File: src/rtl/aab_pkg.sv
// package for the add / and / bit-clear execute block
package aab_pkg;
   localparam int  WORD_W      = 14;
   localparam int  DATA_W      = 8;
   localparam int  ADDR_W      = 7;
   // opcode patterns on instruction bits 13:8 (13:9 for literal add, 13:10 for bit ops)
   localparam logic [4:0] OP_ADD_LIT  = 5'h1F;  // 11 111x, bits 13:9
   localparam logic [5:0] OP_AND_LIT  = 6'h39;  // 11 1001
   localparam logic [5:0] OP_ADD_FILE = 6'h07;  // 00 0111
   localparam logic [5:0] OP_AND_FILE = 6'h05;  // 00 0101
   localparam logic [3:0] OP_BIT_CLR  = 4'h4;   // 01 00bb
   // field positions
   localparam int  DEST_POS    = 7;
   localparam int  BIDX_LSB    = 7;
   // reset values
   localparam logic [7:0] ACC_RST  = 8'h00;
   localparam logic       FLAG_RST = 1'b0;

   typedef enum logic [2:0] {
      AAB_OP_NONE     = 3'h0,
      AAB_OP_ADD_LIT  = 3'h1,
      AAB_OP_AND_LIT  = 3'h2,
      AAB_OP_ADD_FILE = 3'h3,
      AAB_OP_AND_FILE = 3'h4,
      AAB_OP_BIT_CLR  = 3'h5
   } aab_op_e;

   // status flags that this block can touch
   typedef struct packed {
      logic carry;
      logic half_carry_flag;
      logic zero;
   } aab_flags_s;

   // file register write request
   typedef struct packed {
      logic       we;
      logic [6:0] addr;
      logic [7:0] data;
   } aab_fwr_s;

   // whole state of the block
   typedef struct packed {
      logic [7:0] acc;
      aab_flags_s flags;
      aab_fwr_s   fwr;
      logic       done;
   } aab_state_s;
endpackage

File: src/rtl/aab_exec.sv
// decode and one-cycle execute of add / and / bit-clear instructions
// Notes on behaviour
// - 11 111x k: acc plus literal into acc, carry, half carry, zero updated
// - 11 1001 k: acc and literal into acc, only zero updated
// - 00 0111 d f: acc plus file register, carry, half carry, zero updated
// - 00 0101 d f: acc and file register, only zero updated
// - destination bit 0 writes acc, 1 writes the file register back
// - 01 00bb f: clear bit b of file register, flags untouched
`timescale 1ns/100ps
module aab_exec (
   input  wire logic                  clock,
   input  wire logic                  rst,
   input  wire logic                  instr_valid,
   input  wire logic [13:0]           instr,
   input  wire logic [7:0]            file_rdata,
   output logic [6:0]                 file_raddr,
   output logic                       file_we,
   output logic [6:0]                 file_waddr,
   output logic [7:0]                 file_wdata,
   output logic [7:0]                 acc,
   output logic                       carry,
   output logic                       half_carry_flag,
   output logic                       zero,
   output logic                       done
);
   aab_pkg::aab_state_s state;
   aab_pkg::aab_state_s next_state;
   aab_pkg::aab_op_e    op;
   logic [8:0]          sum;
   logic [4:0]          low_sum;
   logic [7:0]          operand;
   logic [7:0]          result;
   logic [7:0]          clr_mask;

   // ----------------------------------------------------------------
   // decode
   // ----------------------------------------------------------------
   // file read address is combinational so the register file answers same cycle
   assign file_raddr = instr[6:0];

   always_comb begin
      op = aab_pkg::AAB_OP_NONE;
      if (instr_valid) begin
         if (instr[13:9] == aab_pkg::OP_ADD_LIT)
            op = aab_pkg::AAB_OP_ADD_LIT;
         else if (instr[13:8] == aab_pkg::OP_AND_LIT)
            op = aab_pkg::AAB_OP_AND_LIT;
         else if (instr[13:8] == aab_pkg::OP_ADD_FILE)
            op = aab_pkg::AAB_OP_ADD_FILE;
         else if (instr[13:8] == aab_pkg::OP_AND_FILE)
            op = aab_pkg::AAB_OP_AND_FILE;
         else if (instr[13:10] == aab_pkg::OP_BIT_CLR)
            op = aab_pkg::AAB_OP_BIT_CLR;
      end
   end

   // ----------------------------------------------------------------
   // datapath
   // ----------------------------------------------------------------
   // literal ops take the low byte, file ops the file read data
   always_comb begin
      if (op == aab_pkg::AAB_OP_ADD_LIT || op == aab_pkg::AAB_OP_AND_LIT)
         operand = instr[7:0];
      else
         operand = file_rdata;
      sum      = {1'b0, state.acc} + {1'b0, operand};
      low_sum  = {1'b0, state.acc[3:0]} + {1'b0, operand[3:0]};
      clr_mask = ~(8'h01 << instr[9:aab_pkg::BIDX_LSB]);
      if (op == aab_pkg::AAB_OP_AND_LIT || op == aab_pkg::AAB_OP_AND_FILE)
         result = state.acc & operand;
      else if (op == aab_pkg::AAB_OP_BIT_CLR)
         result = file_rdata & clr_mask;
      else
         result = sum[7:0];
   end

   // ----------------------------------------------------------------
   // next state
   // ----------------------------------------------------------------
   always_comb begin
      next_state        = state;
      next_state.fwr.we = 1'b0;
      next_state.done   = 1'b0;
      unique case (op)
         aab_pkg::AAB_OP_ADD_LIT, aab_pkg::AAB_OP_ADD_FILE: begin
            next_state.flags.carry           = sum[8];
            next_state.flags.half_carry_flag = low_sum[4];
            next_state.flags.zero            = (result == 8'h00);
         end
         aab_pkg::AAB_OP_AND_LIT, aab_pkg::AAB_OP_AND_FILE: begin
            next_state.flags.zero = (result == 8'h00);
         end
         aab_pkg::AAB_OP_BIT_CLR, aab_pkg::AAB_OP_NONE: begin
            next_state.flags = state.flags;
         end
      endcase
      if (op != aab_pkg::AAB_OP_NONE)
         next_state.done = 1'b1;
      // destination steering; bit-clear always writes back
      if (op == aab_pkg::AAB_OP_ADD_LIT || op == aab_pkg::AAB_OP_AND_LIT) begin
         next_state.acc = result;
      end else if (op == aab_pkg::AAB_OP_BIT_CLR ||
                   ((op == aab_pkg::AAB_OP_ADD_FILE || op == aab_pkg::AAB_OP_AND_FILE)
                    && instr[aab_pkg::DEST_POS])) begin
         next_state.fwr.we   = 1'b1;
         next_state.fwr.addr = instr[6:0];
         next_state.fwr.data = result;
      end else if (op != aab_pkg::AAB_OP_NONE) begin
         next_state.acc = result;
      end
   end

   // ----------------------------------------------------------------
   // state register
   // ----------------------------------------------------------------
   always_ff @(posedge clock or posedge rst) begin
      if (rst) begin
         state.acc                   <= aab_pkg::ACC_RST;
         state.flags.carry           <= aab_pkg::FLAG_RST;
         state.flags.half_carry_flag <= aab_pkg::FLAG_RST;
         state.flags.zero            <= aab_pkg::FLAG_RST;
         state.fwr                   <= '0;
         state.done                  <= 1'b0;
      end else begin
         state <= next_state;
      end
   end

   assign acc             = state.acc;
   assign carry           = state.flags.carry;
   assign half_carry_flag = state.flags.half_carry_flag;
   assign zero            = state.flags.zero;
   assign file_we         = state.fwr.we;
   assign file_waddr      = state.fwr.addr;
   assign file_wdata      = state.fwr.data;
   assign done            = state.done;

   // ----------------------------------------------------------------
   // checks
   // ----------------------------------------------------------------
   a_add_lit_sum: assert property (@(posedge clock) disable iff (rst)
      (instr_valid && instr[13:9] == aab_pkg::OP_ADD_LIT)
      |=> acc == 8'($past(state.acc) + $past(instr[7:0])) && done)
      else $error("literal add result wrong");
   a_and_lit_zero: assert property (@(posedge clock) disable iff (rst)
      (instr_valid && instr[13:8] == aab_pkg::OP_AND_LIT)
      |=> acc == ($past(state.acc) & $past(instr[7:0])) && $stable(carry)
          && zero == (acc == 8'h00))
      else $error("literal and wrong");
   a_add_file_cy: assert property (@(posedge clock) disable iff (rst)
      (instr_valid && instr[13:8] == aab_pkg::OP_ADD_FILE)
      |=> carry == ($past(state.acc) > ~$past(file_rdata))
          && half_carry_flag == ($past(state.acc[3:0]) > ~$past(file_rdata[3:0])))
      else $error("file add carry wrong");
   a_and_file_flags: assert property (@(posedge clock) disable iff (rst)
      (instr_valid && instr[13:8] == aab_pkg::OP_AND_FILE)
      |=> $stable(carry) && $stable(half_carry_flag))
      else $error("file and touched carry");
   a_dest_file: assert property (@(posedge clock) disable iff (rst)
      (instr_valid && instr[13:9] == 5'h03 && instr[8] == 1'b1 && instr[7])
      |=> file_we && file_waddr == $past(instr[6:0]) && $stable(acc))
      else $error("dest bit one did not write file");
   a_dest_acc: assert property (@(posedge clock) disable iff (rst)
      (instr_valid && instr[13:9] == 5'h03 && instr[8] && !instr[7]) |=> !file_we)
      else $error("dest bit zero wrote file");
   a_bit_clear: assert property (@(posedge clock) disable iff (rst)
      (instr_valid && instr[13:10] == aab_pkg::OP_BIT_CLR)
      |=> file_we && file_wdata[$past(instr[9:7])] == 1'b0 && $stable(zero)
          && $stable(acc))
      else $error("bit clear wrong");
   a_zero_flag: assert property (@(posedge clock) disable iff (rst)
      (instr_valid && instr[13:9] == aab_pkg::OP_ADD_LIT)
      |=> zero == (acc == 8'h00))
      else $error("zero flag wrong");

   // carry out of a byte add happens exactly when a > 255 - b, i.e. a > ~b;
   // this is worked out apart from the adder so a broken adder is caught
   a_add_lit_flags: assert property (@(posedge clock) disable iff (rst)
      (instr_valid && instr[13:9] == aab_pkg::OP_ADD_LIT)
      |=> carry == ($past(state.acc) > ~$past(instr[7:0]))
          && half_carry_flag == ($past(state.acc[3:0]) > ~$past(instr[3:0])))
      else $error("literal add flags wrong");

   // file add to the accumulator: sum and zero flag from the operands
   a_add_file_sum: assert property (@(posedge clock) disable iff (rst)
      (instr_valid && instr[13:8] == aab_pkg::OP_ADD_FILE && !instr[7])
      |=> acc == 8'($past(state.acc) + $past(file_rdata)) && zero == (acc == 8'h00))
      else $error("file add sum wrong");

   // ----------------------------------------------------------------
   // checks: logic and bit operations
   // ----------------------------------------------------------------

   // and with file register, result steered back into the file register
   a_and_file_dest: assert property (@(posedge clock) disable iff (rst)
      (instr_valid && instr[13:8] == aab_pkg::OP_AND_FILE && instr[7])
      |=> file_we && file_wdata == ($past(state.acc) & $past(file_rdata)) && $stable(acc))
      else $error("file and to file wrong");

   // and with file register, result into the accumulator, no file write
   a_and_file_acc: assert property (@(posedge clock) disable iff (rst)
      (instr_valid && instr[13:8] == aab_pkg::OP_AND_FILE && !instr[7])
      |=> !file_we && acc == ($past(state.acc) & $past(file_rdata)))
      else $error("file and to acc wrong");

   // bit clear must leave every other bit as read and the carries alone
   a_bit_clr_keep: assert property (@(posedge clock) disable iff (rst)
      (instr_valid && instr[13:10] == aab_pkg::OP_BIT_CLR)
      |=> (file_wdata | (8'h01 << $past(instr[9:7])))
          == ($past(file_rdata) | (8'h01 << $past(instr[9:7])))
          && file_waddr == $past(instr[6:0]) && $stable(carry) && $stable(half_carry_flag))
      else $error("bit clear touched other bits");

   // an idle cycle must not raise done or a file write, nor change acc or zero
   a_idle_quiet: assert property (@(posedge clock) disable iff (rst)
      !instr_valid |=> !done && !file_we && $stable(acc) && $stable(zero))
      else $error("idle cycle changed state");

   // a literal and word flags done and raises no file write
   a_done_known: assert property (@(posedge clock) disable iff (rst)
      (instr_valid && instr[13:8] == aab_pkg::OP_AND_LIT) |=> done && !file_we)
      else $error("literal and missing done");

endmodule

File: config.mk
export PLATFORM = sky130hd
export DESIGN_NAME = aab_exec
export DESIGN_NICKNAME = d
export VERILOG_FILES = /design/src/rtl/aab_pkg.sv /design/src/rtl/aab_exec.sv
export SDC_FILE = /design/constraint.sdc
export NUM_CORES = 1
export LEC_CHECK = 0
export BUFFER_PORTS_ARGS = -buffer_cell sky130_fd_sc_hd__buf_2
export CORE_MARGIN = 2
export CORE_UTILIZATION = 47
export CTS_CLUSTER_DIAMETER = 50
export CTS_CLUSTER_SIZE = 28
export DETAILED_ROUTE_END_ITERATION = 16
export PLACE_DENSITY = 0.81
export SYNTH_ARGS = -nofsm -noshare
export SYNTH_HDL_FRONTEND = slang
export SYNTH_SLANG_ARGS = --single-unit
File: constraint.sdc
create_clock -name clock -period 2.07 [get_ports clock]
set_input_delay 0.1035 -clock clock [delete_from_list [all_inputs] [get_ports clock]]
set_output_delay 0.1035 -clock clock [all_outputs]
set_load 0.02 [all_outputs]
Word level (Yosys, flattened, before mapping)
Index checks and enable logic that the tools add are counted.
{ "classes": {"add_sub_neg": 2, "n_eq_ne": 11, "shift": 1, "mux": 16, "bitwise_logic": 4, "reduce_logical": 14} }
{ "op_table": {"columns": ["operator", "count"], "rows": [
  ["$mux W8", 6],
  ["$mux W16", 2],
  ["$mux W3", 6],
  ["$and A8 B8 Y8", 2],
  ["$eq A6 B3 Y1 const B", 2],
  ["$add A8 B8 Y9", 1],
  ["$logic_not A8 Y1", 1],
  ["$not A8 Y8", 1],
  ["$shl A1 B3 Y8 const A", 1],
  ["$eq A3 B2 Y1 const B", 2],
  ["$eq A3 B3 Y1 const B", 2],
  ["$eq A6 B6 Y1 const B", 1],
  ["$add A4 B4 Y5", 1],
  ["$eq A5 B5 Y1 const B", 1],
  ["$eq A4 B3 Y1 const B", 1],
  ["$logic_or A1 B1 Y1", 4],
  ["$reduce_and A2 Y1", 2],
  ["$reduce_or A2 Y1", 2],
  ["$reduce_or A4 Y1", 1],
  ["$eq A3 B1 Y1 const B", 1],
  ["$logic_not A3 Y1", 1],
  ["$reduce_bool A3 Y1", 1],
  ["$mux W1", 2],
  ["$ne A2 B2 Y1 const B", 1],
  ["3 further kinds", 3]
]} }
{ "totals": {"register_bits": 28, "input_bits": 25, "out_inout_bits": 35} }

Logic depth before layout (Yosys ltp)
{ "depth": {"ltp_word": 16, "ltp_mapped": 17, "mapped_depth_nobuf": 16} }

Worst setup path after synthesis
Ideal clock, no wire load.
{ "synth_path": {"kind": "input to register", "start": "input instr[9]", "end": "register state (netlist bit file_wdata[7])", "setup_time_ns": 0.125, "t_arrival_ns": 3.143, "t_required_ns": 1.945, "setup_slack_ns": -1.198, "path_stages": 15, "path_cell_list": "buf_4 and4b_1 nand2_2 a21boi_4 nand2_2 mux2i_4 mux2_2 ha_1 or2_2 a21o_1 a31oi_1 xor2_1 o211ai_1 o21a_1 mux2_2"} }
{ "synth_between": {"elab_chain_len": 12, "elab_cells_between_ends": 29, "cone_classes": "1 x add/sub; 9 x eq/ne; 1 x shift; 8 x mux; 4 x bitwise; 6 x reduce/logical"} }
{ "synth_rtl": {"columns": ["element", "line", "text"], "rows": [
  ["start, declared", "aab_exec.sv:14", "input wire logic [13:0] instr,"],
  ["$eq A6 B3 Y1", "aab_exec.sv:50", "else if (instr[13:8] == aab_pkg::OP_AND_FILE)"],
  ["$mux W3", "aab_exec.sv:50", null],
  ["$mux W3", "aab_exec.sv:48", "else if (instr[13:8] == aab_pkg::OP_ADD_FILE)"],
  ["$mux W3", "aab_exec.sv:46", "else if (instr[13:8] == aab_pkg::OP_AND_LIT)"],
  ["$mux W3", "aab_exec.sv:44", "if (instr[13:9] == aab_pkg::OP_ADD_LIT)"],
  ["$mux W3", "aab_exec.sv:43", "if (instr_valid) begin"],
  ["$eq A3 B1 Y1 or $eq A3 B2 Y1 (tied branches)", "aab_exec.sv:62, aab_exec.sv:100, aab_exec.sv:69", null],
  ["$logic_or A1 B1 Y1", "aab_exec.sv:62, aab_exec.sv:100", null],
  ["$mux W8", "aab_exec.sv:62", "if (op == aab_pkg::AAB_OP_ADD_LIT || op == aab_pkg::AAB_OP_AND_LIT)"],
  ["$add A8 B8 Y9", "aab_exec.sv:66", "sum = {1'b0, state.acc} + {1'b0, operand};"],
  ["$mux W8", "aab_exec.sv:71", "else if (op == aab_pkg::AAB_OP_BIT_CLR)"],
  ["$mux W8", "aab_exec.sv:69", "if (op == aab_pkg::AAB_OP_AND_LIT || op == aab_pkg::AAB_OP_AND_FILE)"],
  ["end signal, assigned", "aab_exec.sv:125", "state <= next_state;"],
  ["end, declared", "aab_exec.sv:26", "aab_pkg::aab_state_s state;"]
]} }
Several ways; a longest one is shown, not always the timed one.
A chain may end at the register's enable or synchronous reset.

Worst setup path after layout
{ "layout_path": {"start": "input instr[10]", "end": "register, netlist name zero"} }
{ "layout_between": {"elab_chain_len": 15, "elab_cells_between_ends": 26, "cone_classes": "1 x add/sub; 9 x eq/ne; 10 x mux; 1 x bitwise; 5 x reduce/logical"} }
{ "layout_rtl": {"columns": ["element", "line", "text"], "rows": [
  ["$eq A4 B3 Y1", "aab_exec.sv:52", "else if (instr[13:10] == aab_pkg::OP_BIT_CLR)"],
  ["$mux W3", "aab_exec.sv:52", null],
  ["$mux W3", "aab_exec.sv:50", null],
  ["$mux W3", "aab_exec.sv:48", null],
  ["$mux W3", "aab_exec.sv:46", null],
  ["$mux W3 *", "aab_exec.sv:44", null],
  ["$mux W3 *", "aab_exec.sv:43", null],
  ["$eq A3 B1 Y1 or $eq A3 B2 Y1 (tied branches)", "aab_exec.sv:62, aab_exec.sv:84, aab_exec.sv:69", null],
  ["$logic_or A1 B1 Y1", "aab_exec.sv:62", null],
  ["$mux W8", "aab_exec.sv:62", null],
  ["$add A8 B8 Y9", "aab_exec.sv:66", null],
  ["$mux W8", "aab_exec.sv:71", null],
  ["$mux W8", "aab_exec.sv:69", null],
  ["$logic_not A8 Y1", "aab_exec.sv:88, aab_exec.sv:91", null],
  ["$mux W1", null, null]
]} }
Every way passes the cells marked *; elsewhere a longest branch is shown, timed or not. The select of a mux whose other input is x is not followed.

==> results_dict.tcl <==
set metrics [dict create \
    run_status "finished, violations left" \
    failed_checks "setup timing" \
    drc 0 \
    asyncSetResetFlopFracSynth_pct 100 \
    critical_path.cell_chain "buf_2 -> nor4b_4 -> and2_1 -> a41o_1 -> nand4_1 -> mux2i_4 -> mux2_4 -> ha_4 -> inv_2 -> fa_2 -> nand2b_4 -> a21oi_4 -> xor2_2 -> mux2i_1 -> mux2_4 -> nand4_1 -> o31ai_2" \
    leakagePower_nw 1.61 \
    syn_to_final_growth_pct 57.3 \
    numPortBuffers 59 \
    drt-wirelength-per-cell_um 16.9 \
    timing.critical_path.required_ps 2250 \
    cts_buffer_count 3 \
    min_period_over_period_pct 144 \
    first_global_vias 2142 \
    crit_slowest_cell "sky130_fd_sc_hd__mux2i_4" \
    synth-seq-area-share_pct 34.4 \
    worst_setup_path_start_kind "input pin" \
    tritoncts "built" \
    timing.hold.worst.class "in -> reg" \
    placed_area_sq_mm 0.00289 \
    slew_viol_final 0 \
    timing.fmax_mhz 334 \
    grt_pass1_wl_um 10400 \
    finalHoldViolations 0 \
    timing.slew.headroom_pct 74.4 \
    netlist-cell-type-count 54 \
    mappedNetlistNets 256 \
    htree_num_levels 1 \
    placement.setup.worst_slack_ps -1300 \
    horiz_die_dim_um 69.8 \
    fin_worst_skew_ps 2.55 \
    worst_setup_path_end_kind "flop" \
    clockRootBuffer "sky130_fd_sc_hd__clkbuf_8" \
    io_pins 60 \
    totalPowerFinal_mw 4.02 \
    mapped_cell_area_sq_mm 0.00204 \
    worst_reg_to_reg_setup_slack_ps -220 \
    filler_cell_count 271 \
    syn_area_per_cell_sq_um 9.18 \
    timing.critical_path.buf_inv 2 \
    clk_latency_ps 280 \
    antenna-diode-count 0 \
    synthFlopType "sky130_fd_sc_hd__dfrtp_1" \
    worstMarginPinSlew_ps 382 \
    final-setup-viol-count 19 \
    dr.pass1.iters 5 \
    worst_ir_drop_on_vdd_mv 0.797 \
    via_density_per_instance 5.48 \
    cts_sinks 28 \
    postSynthRegisterBits 28 \
    period_minus_slack_ps 2990 \
    fp.dieArea_sq_mm 0.00488 \
    hold_path_startpoint "instr[3]" \
    critPathTopFamily "multiplexers" \
    fin_worst_hold_slack_ps 41.4 \
    critical_path.max_fanout 7 \
    antenna_left 0 \
    gr-total-overflow 0 \
    via_count 2131 \
    timing.critical_path.arrival_ps 3170 \
    worst_r2r_endpoint "zero" \
    cts.path.max_buffers 2 \
    layout.cell_area.non_filler_sq_mm 0.00320 \
    nNetsFinal 374 \
    final_layout_size_suffix_gt1_share_pct 57.5 \
    yosys_warnings 0 \
    grt_antenna_before_repair 0 \
    worstRegToRegCells 10 \
    max_cap_violations 0 \
    reg2reg_from "acc[0]" \
    floorplan.initialDensity_pct 49.8 \
    core_sq_mm 0.00409 \
    slowest_delay_ps 360 \
    postLayoutSetupSlackWorst_ps -920 \
    initialDrtViolationCount 142 \
    cellPowerDensity_mw_per_mm2 1250 \
    hold_depth 3 \
    clk_pin_slew_ps 110 \
    placementRows 23 \
    unrepaired_setup_endpoints_after_global_routing "true" \
    whs_endpoint "file_waddr[3]" \
    grt_max_degree 29 \
    postSynthCellCount 222 \
    gp_congestion 0.923 \
    floorplan.die.height_um 69.8 \
    dp.final_hpwl_um 4850 \
    postRouteWirelength_um 6560 \
    synth_edf_count 0 \
    globalRouteTotalUtil_pct 26.5 \
    path_class "in -> reg" \
]
## cell type report
class / instances / area, sq um / area share (%)
Tap cell: 50 / 62.6 / 1.95
Multi-Input combinational cell: 172 / 1480 / 46.2
Sequential cell: 28 / 701 / 21.9
Timing Repair Buffer: 128 / 862 / 26.9
Inverter: 7 / 26.3 / 0.820
Clock inverter: 1 / 30.0 / 0.937
Clock buffer: 3 / 41.3 / 1.29
## cell families (layout without fill, tap and decap cells)
group                      after synthesis  after routing  synth area share (%)
and+or+nand+nor                         83             83                  20.6
AOI/OAI and AO/OA                       56             56                  19.8
buffers and inverters                   22            139                  6.33
DFF                                     28             28                  34.4
xor gates and xnor gates                 5              5                  2.15
adders and majority gates                9              9                  5.90
muxes                                   19             19                  10.8
## worst max-delay path by stage
| stage | from | to | slack [ps] | depth (start not counted) |
|---|---|---|---|---|
| 6_report | instr[10] | zero | -920 | 17 |
| 4_1_cts | instr[13] | acc[7] | -880 | 16 |
| 3_5_place_dp | instr[12] | acc[7] | -1300 | 16 |
| 3_3_place_gp | instr[12] | zero | -1200 | 17 |
| 5_1_grt | instr[13] | acc[7] | -1110 | 16 |
| 2_1_floorplan | instr[9] | zero | -970 | 17 |
## power breakdown
part,switching [mW],internal [mW],total [mW]
combinational,1.36,1.32,2.67
sequential,0.149,0.745,0.894
clock,0.193,0.259,0.452
## stage by stage
stage / utilization (%) / std cells / TNS, ps
6_report: 78.4 / 389 / -11860
5_1_grt: 78.4 / 389 / -14290
4_1_cts: 76.6 / 385 / -10710
3_5_place_dp: 70.7 / 380 / -18270
3_3_place_gp: 70.7 / 380 / -16650
2_1_floorplan: - / 222 / -11990
## synthesized netlist by cell type (all sizes together), types with 2 or more instances
cell type	n	area [sq um]
a211oi	2	15.0
nand3b	3	22.5
nand3	4	20.0
o21bai	2	15.0
a21o	4	30.0
and2	2	13.8
and4b	2	20.0
o21a	3	22.5
xor2	5	43.8
inv	7	26.3
dfrtp	28	701
buf	14	98.8
o31a	2	17.5
ha	8	100
o31ai	2	20.0
or2	3	18.8
mux2i	5	62.6
nand4	2	12.5
o221ai	2	17.5
o21ai	19	103
or3	2	12.5
nor2	7	26.3
nand2	45	174
nor3	5	25.0
o211ai	6	45.0
mux2	14	158
nand2b	2	12.5
a21oi	7	38.8
## layout by cell type, fill, tap and decap left out, types with 3 or more instances in the layout
cell	Yosys	final
sky130_fd_sc_hd__a21o_1	4	4
sky130_fd_sc_hd__a21oi_1	6	3
sky130_fd_sc_hd__a21oi_2	1	3
sky130_fd_sc_hd__buf_2	4	57
sky130_fd_sc_hd__buf_4	9	60
sky130_fd_sc_hd__buf_6	1	9
sky130_fd_sc_hd__clkbuf_8	0	3
sky130_fd_sc_hd__dfrtp_1	28	28
sky130_fd_sc_hd__ha_4	0	5
sky130_fd_sc_hd__inv_1	5	4
sky130_fd_sc_hd__inv_2	2	3
sky130_fd_sc_hd__mux2_2	14	7
sky130_fd_sc_hd__mux2_4	0	7
sky130_fd_sc_hd__mux2i_1	4	4
sky130_fd_sc_hd__nand2_1	43	42
sky130_fd_sc_hd__nand3_1	4	4
sky130_fd_sc_hd__nand3b_1	3	3
sky130_fd_sc_hd__nor2_1	7	5
sky130_fd_sc_hd__nor3_1	5	5
sky130_fd_sc_hd__o211ai_1	6	6
sky130_fd_sc_hd__o21a_1	3	3
sky130_fd_sc_hd__o21ai_1	1	5
sky130_fd_sc_hd__o21ai_2	2	12
sky130_fd_sc_hd__xor2_1	5	3
## layer usage
| metal | share of wire (%) | global-route usage [%] | vias up | wire (um) |
|---|---|---|---|---|
| met5 | 0 | 0 | - | 0 |
| met1 | 43 | 35.4 | 1031 | 2850 |
| met4 | 1.6 | 5.77 | 0 | 106 |
| met2 | 50 | 45.8 | 71 | 3290 |
| li1 | - | - | 1019 | - |
| met3 | 4.8 | 3.49 | 10 | 314 |
## registers in the layout, summed over array words and instances (netlist names)
register and cells:
half_carry_flag 1, acc 8, file_waddr 7, file_wdata 8, done 1, zero 1
file_we 1, carry 1
## tightest hold or removal path: cells and delay by family
family,cells,cell delay (ps)
buffers and inverters,1,90
AND/OR/NAND/NOR,2,90
## repair_timing
item	4_1_cts	5_1_grt
buffers inserted	0	5
hold buffers	1	0
setup endpoints to repair	19	19
gates resized for setup	36	13
pin swaps	16	17
cloned	0	0
endpoints found under the hold margin	28	0
No activity file was read; power rests on OpenSTA's default activity.
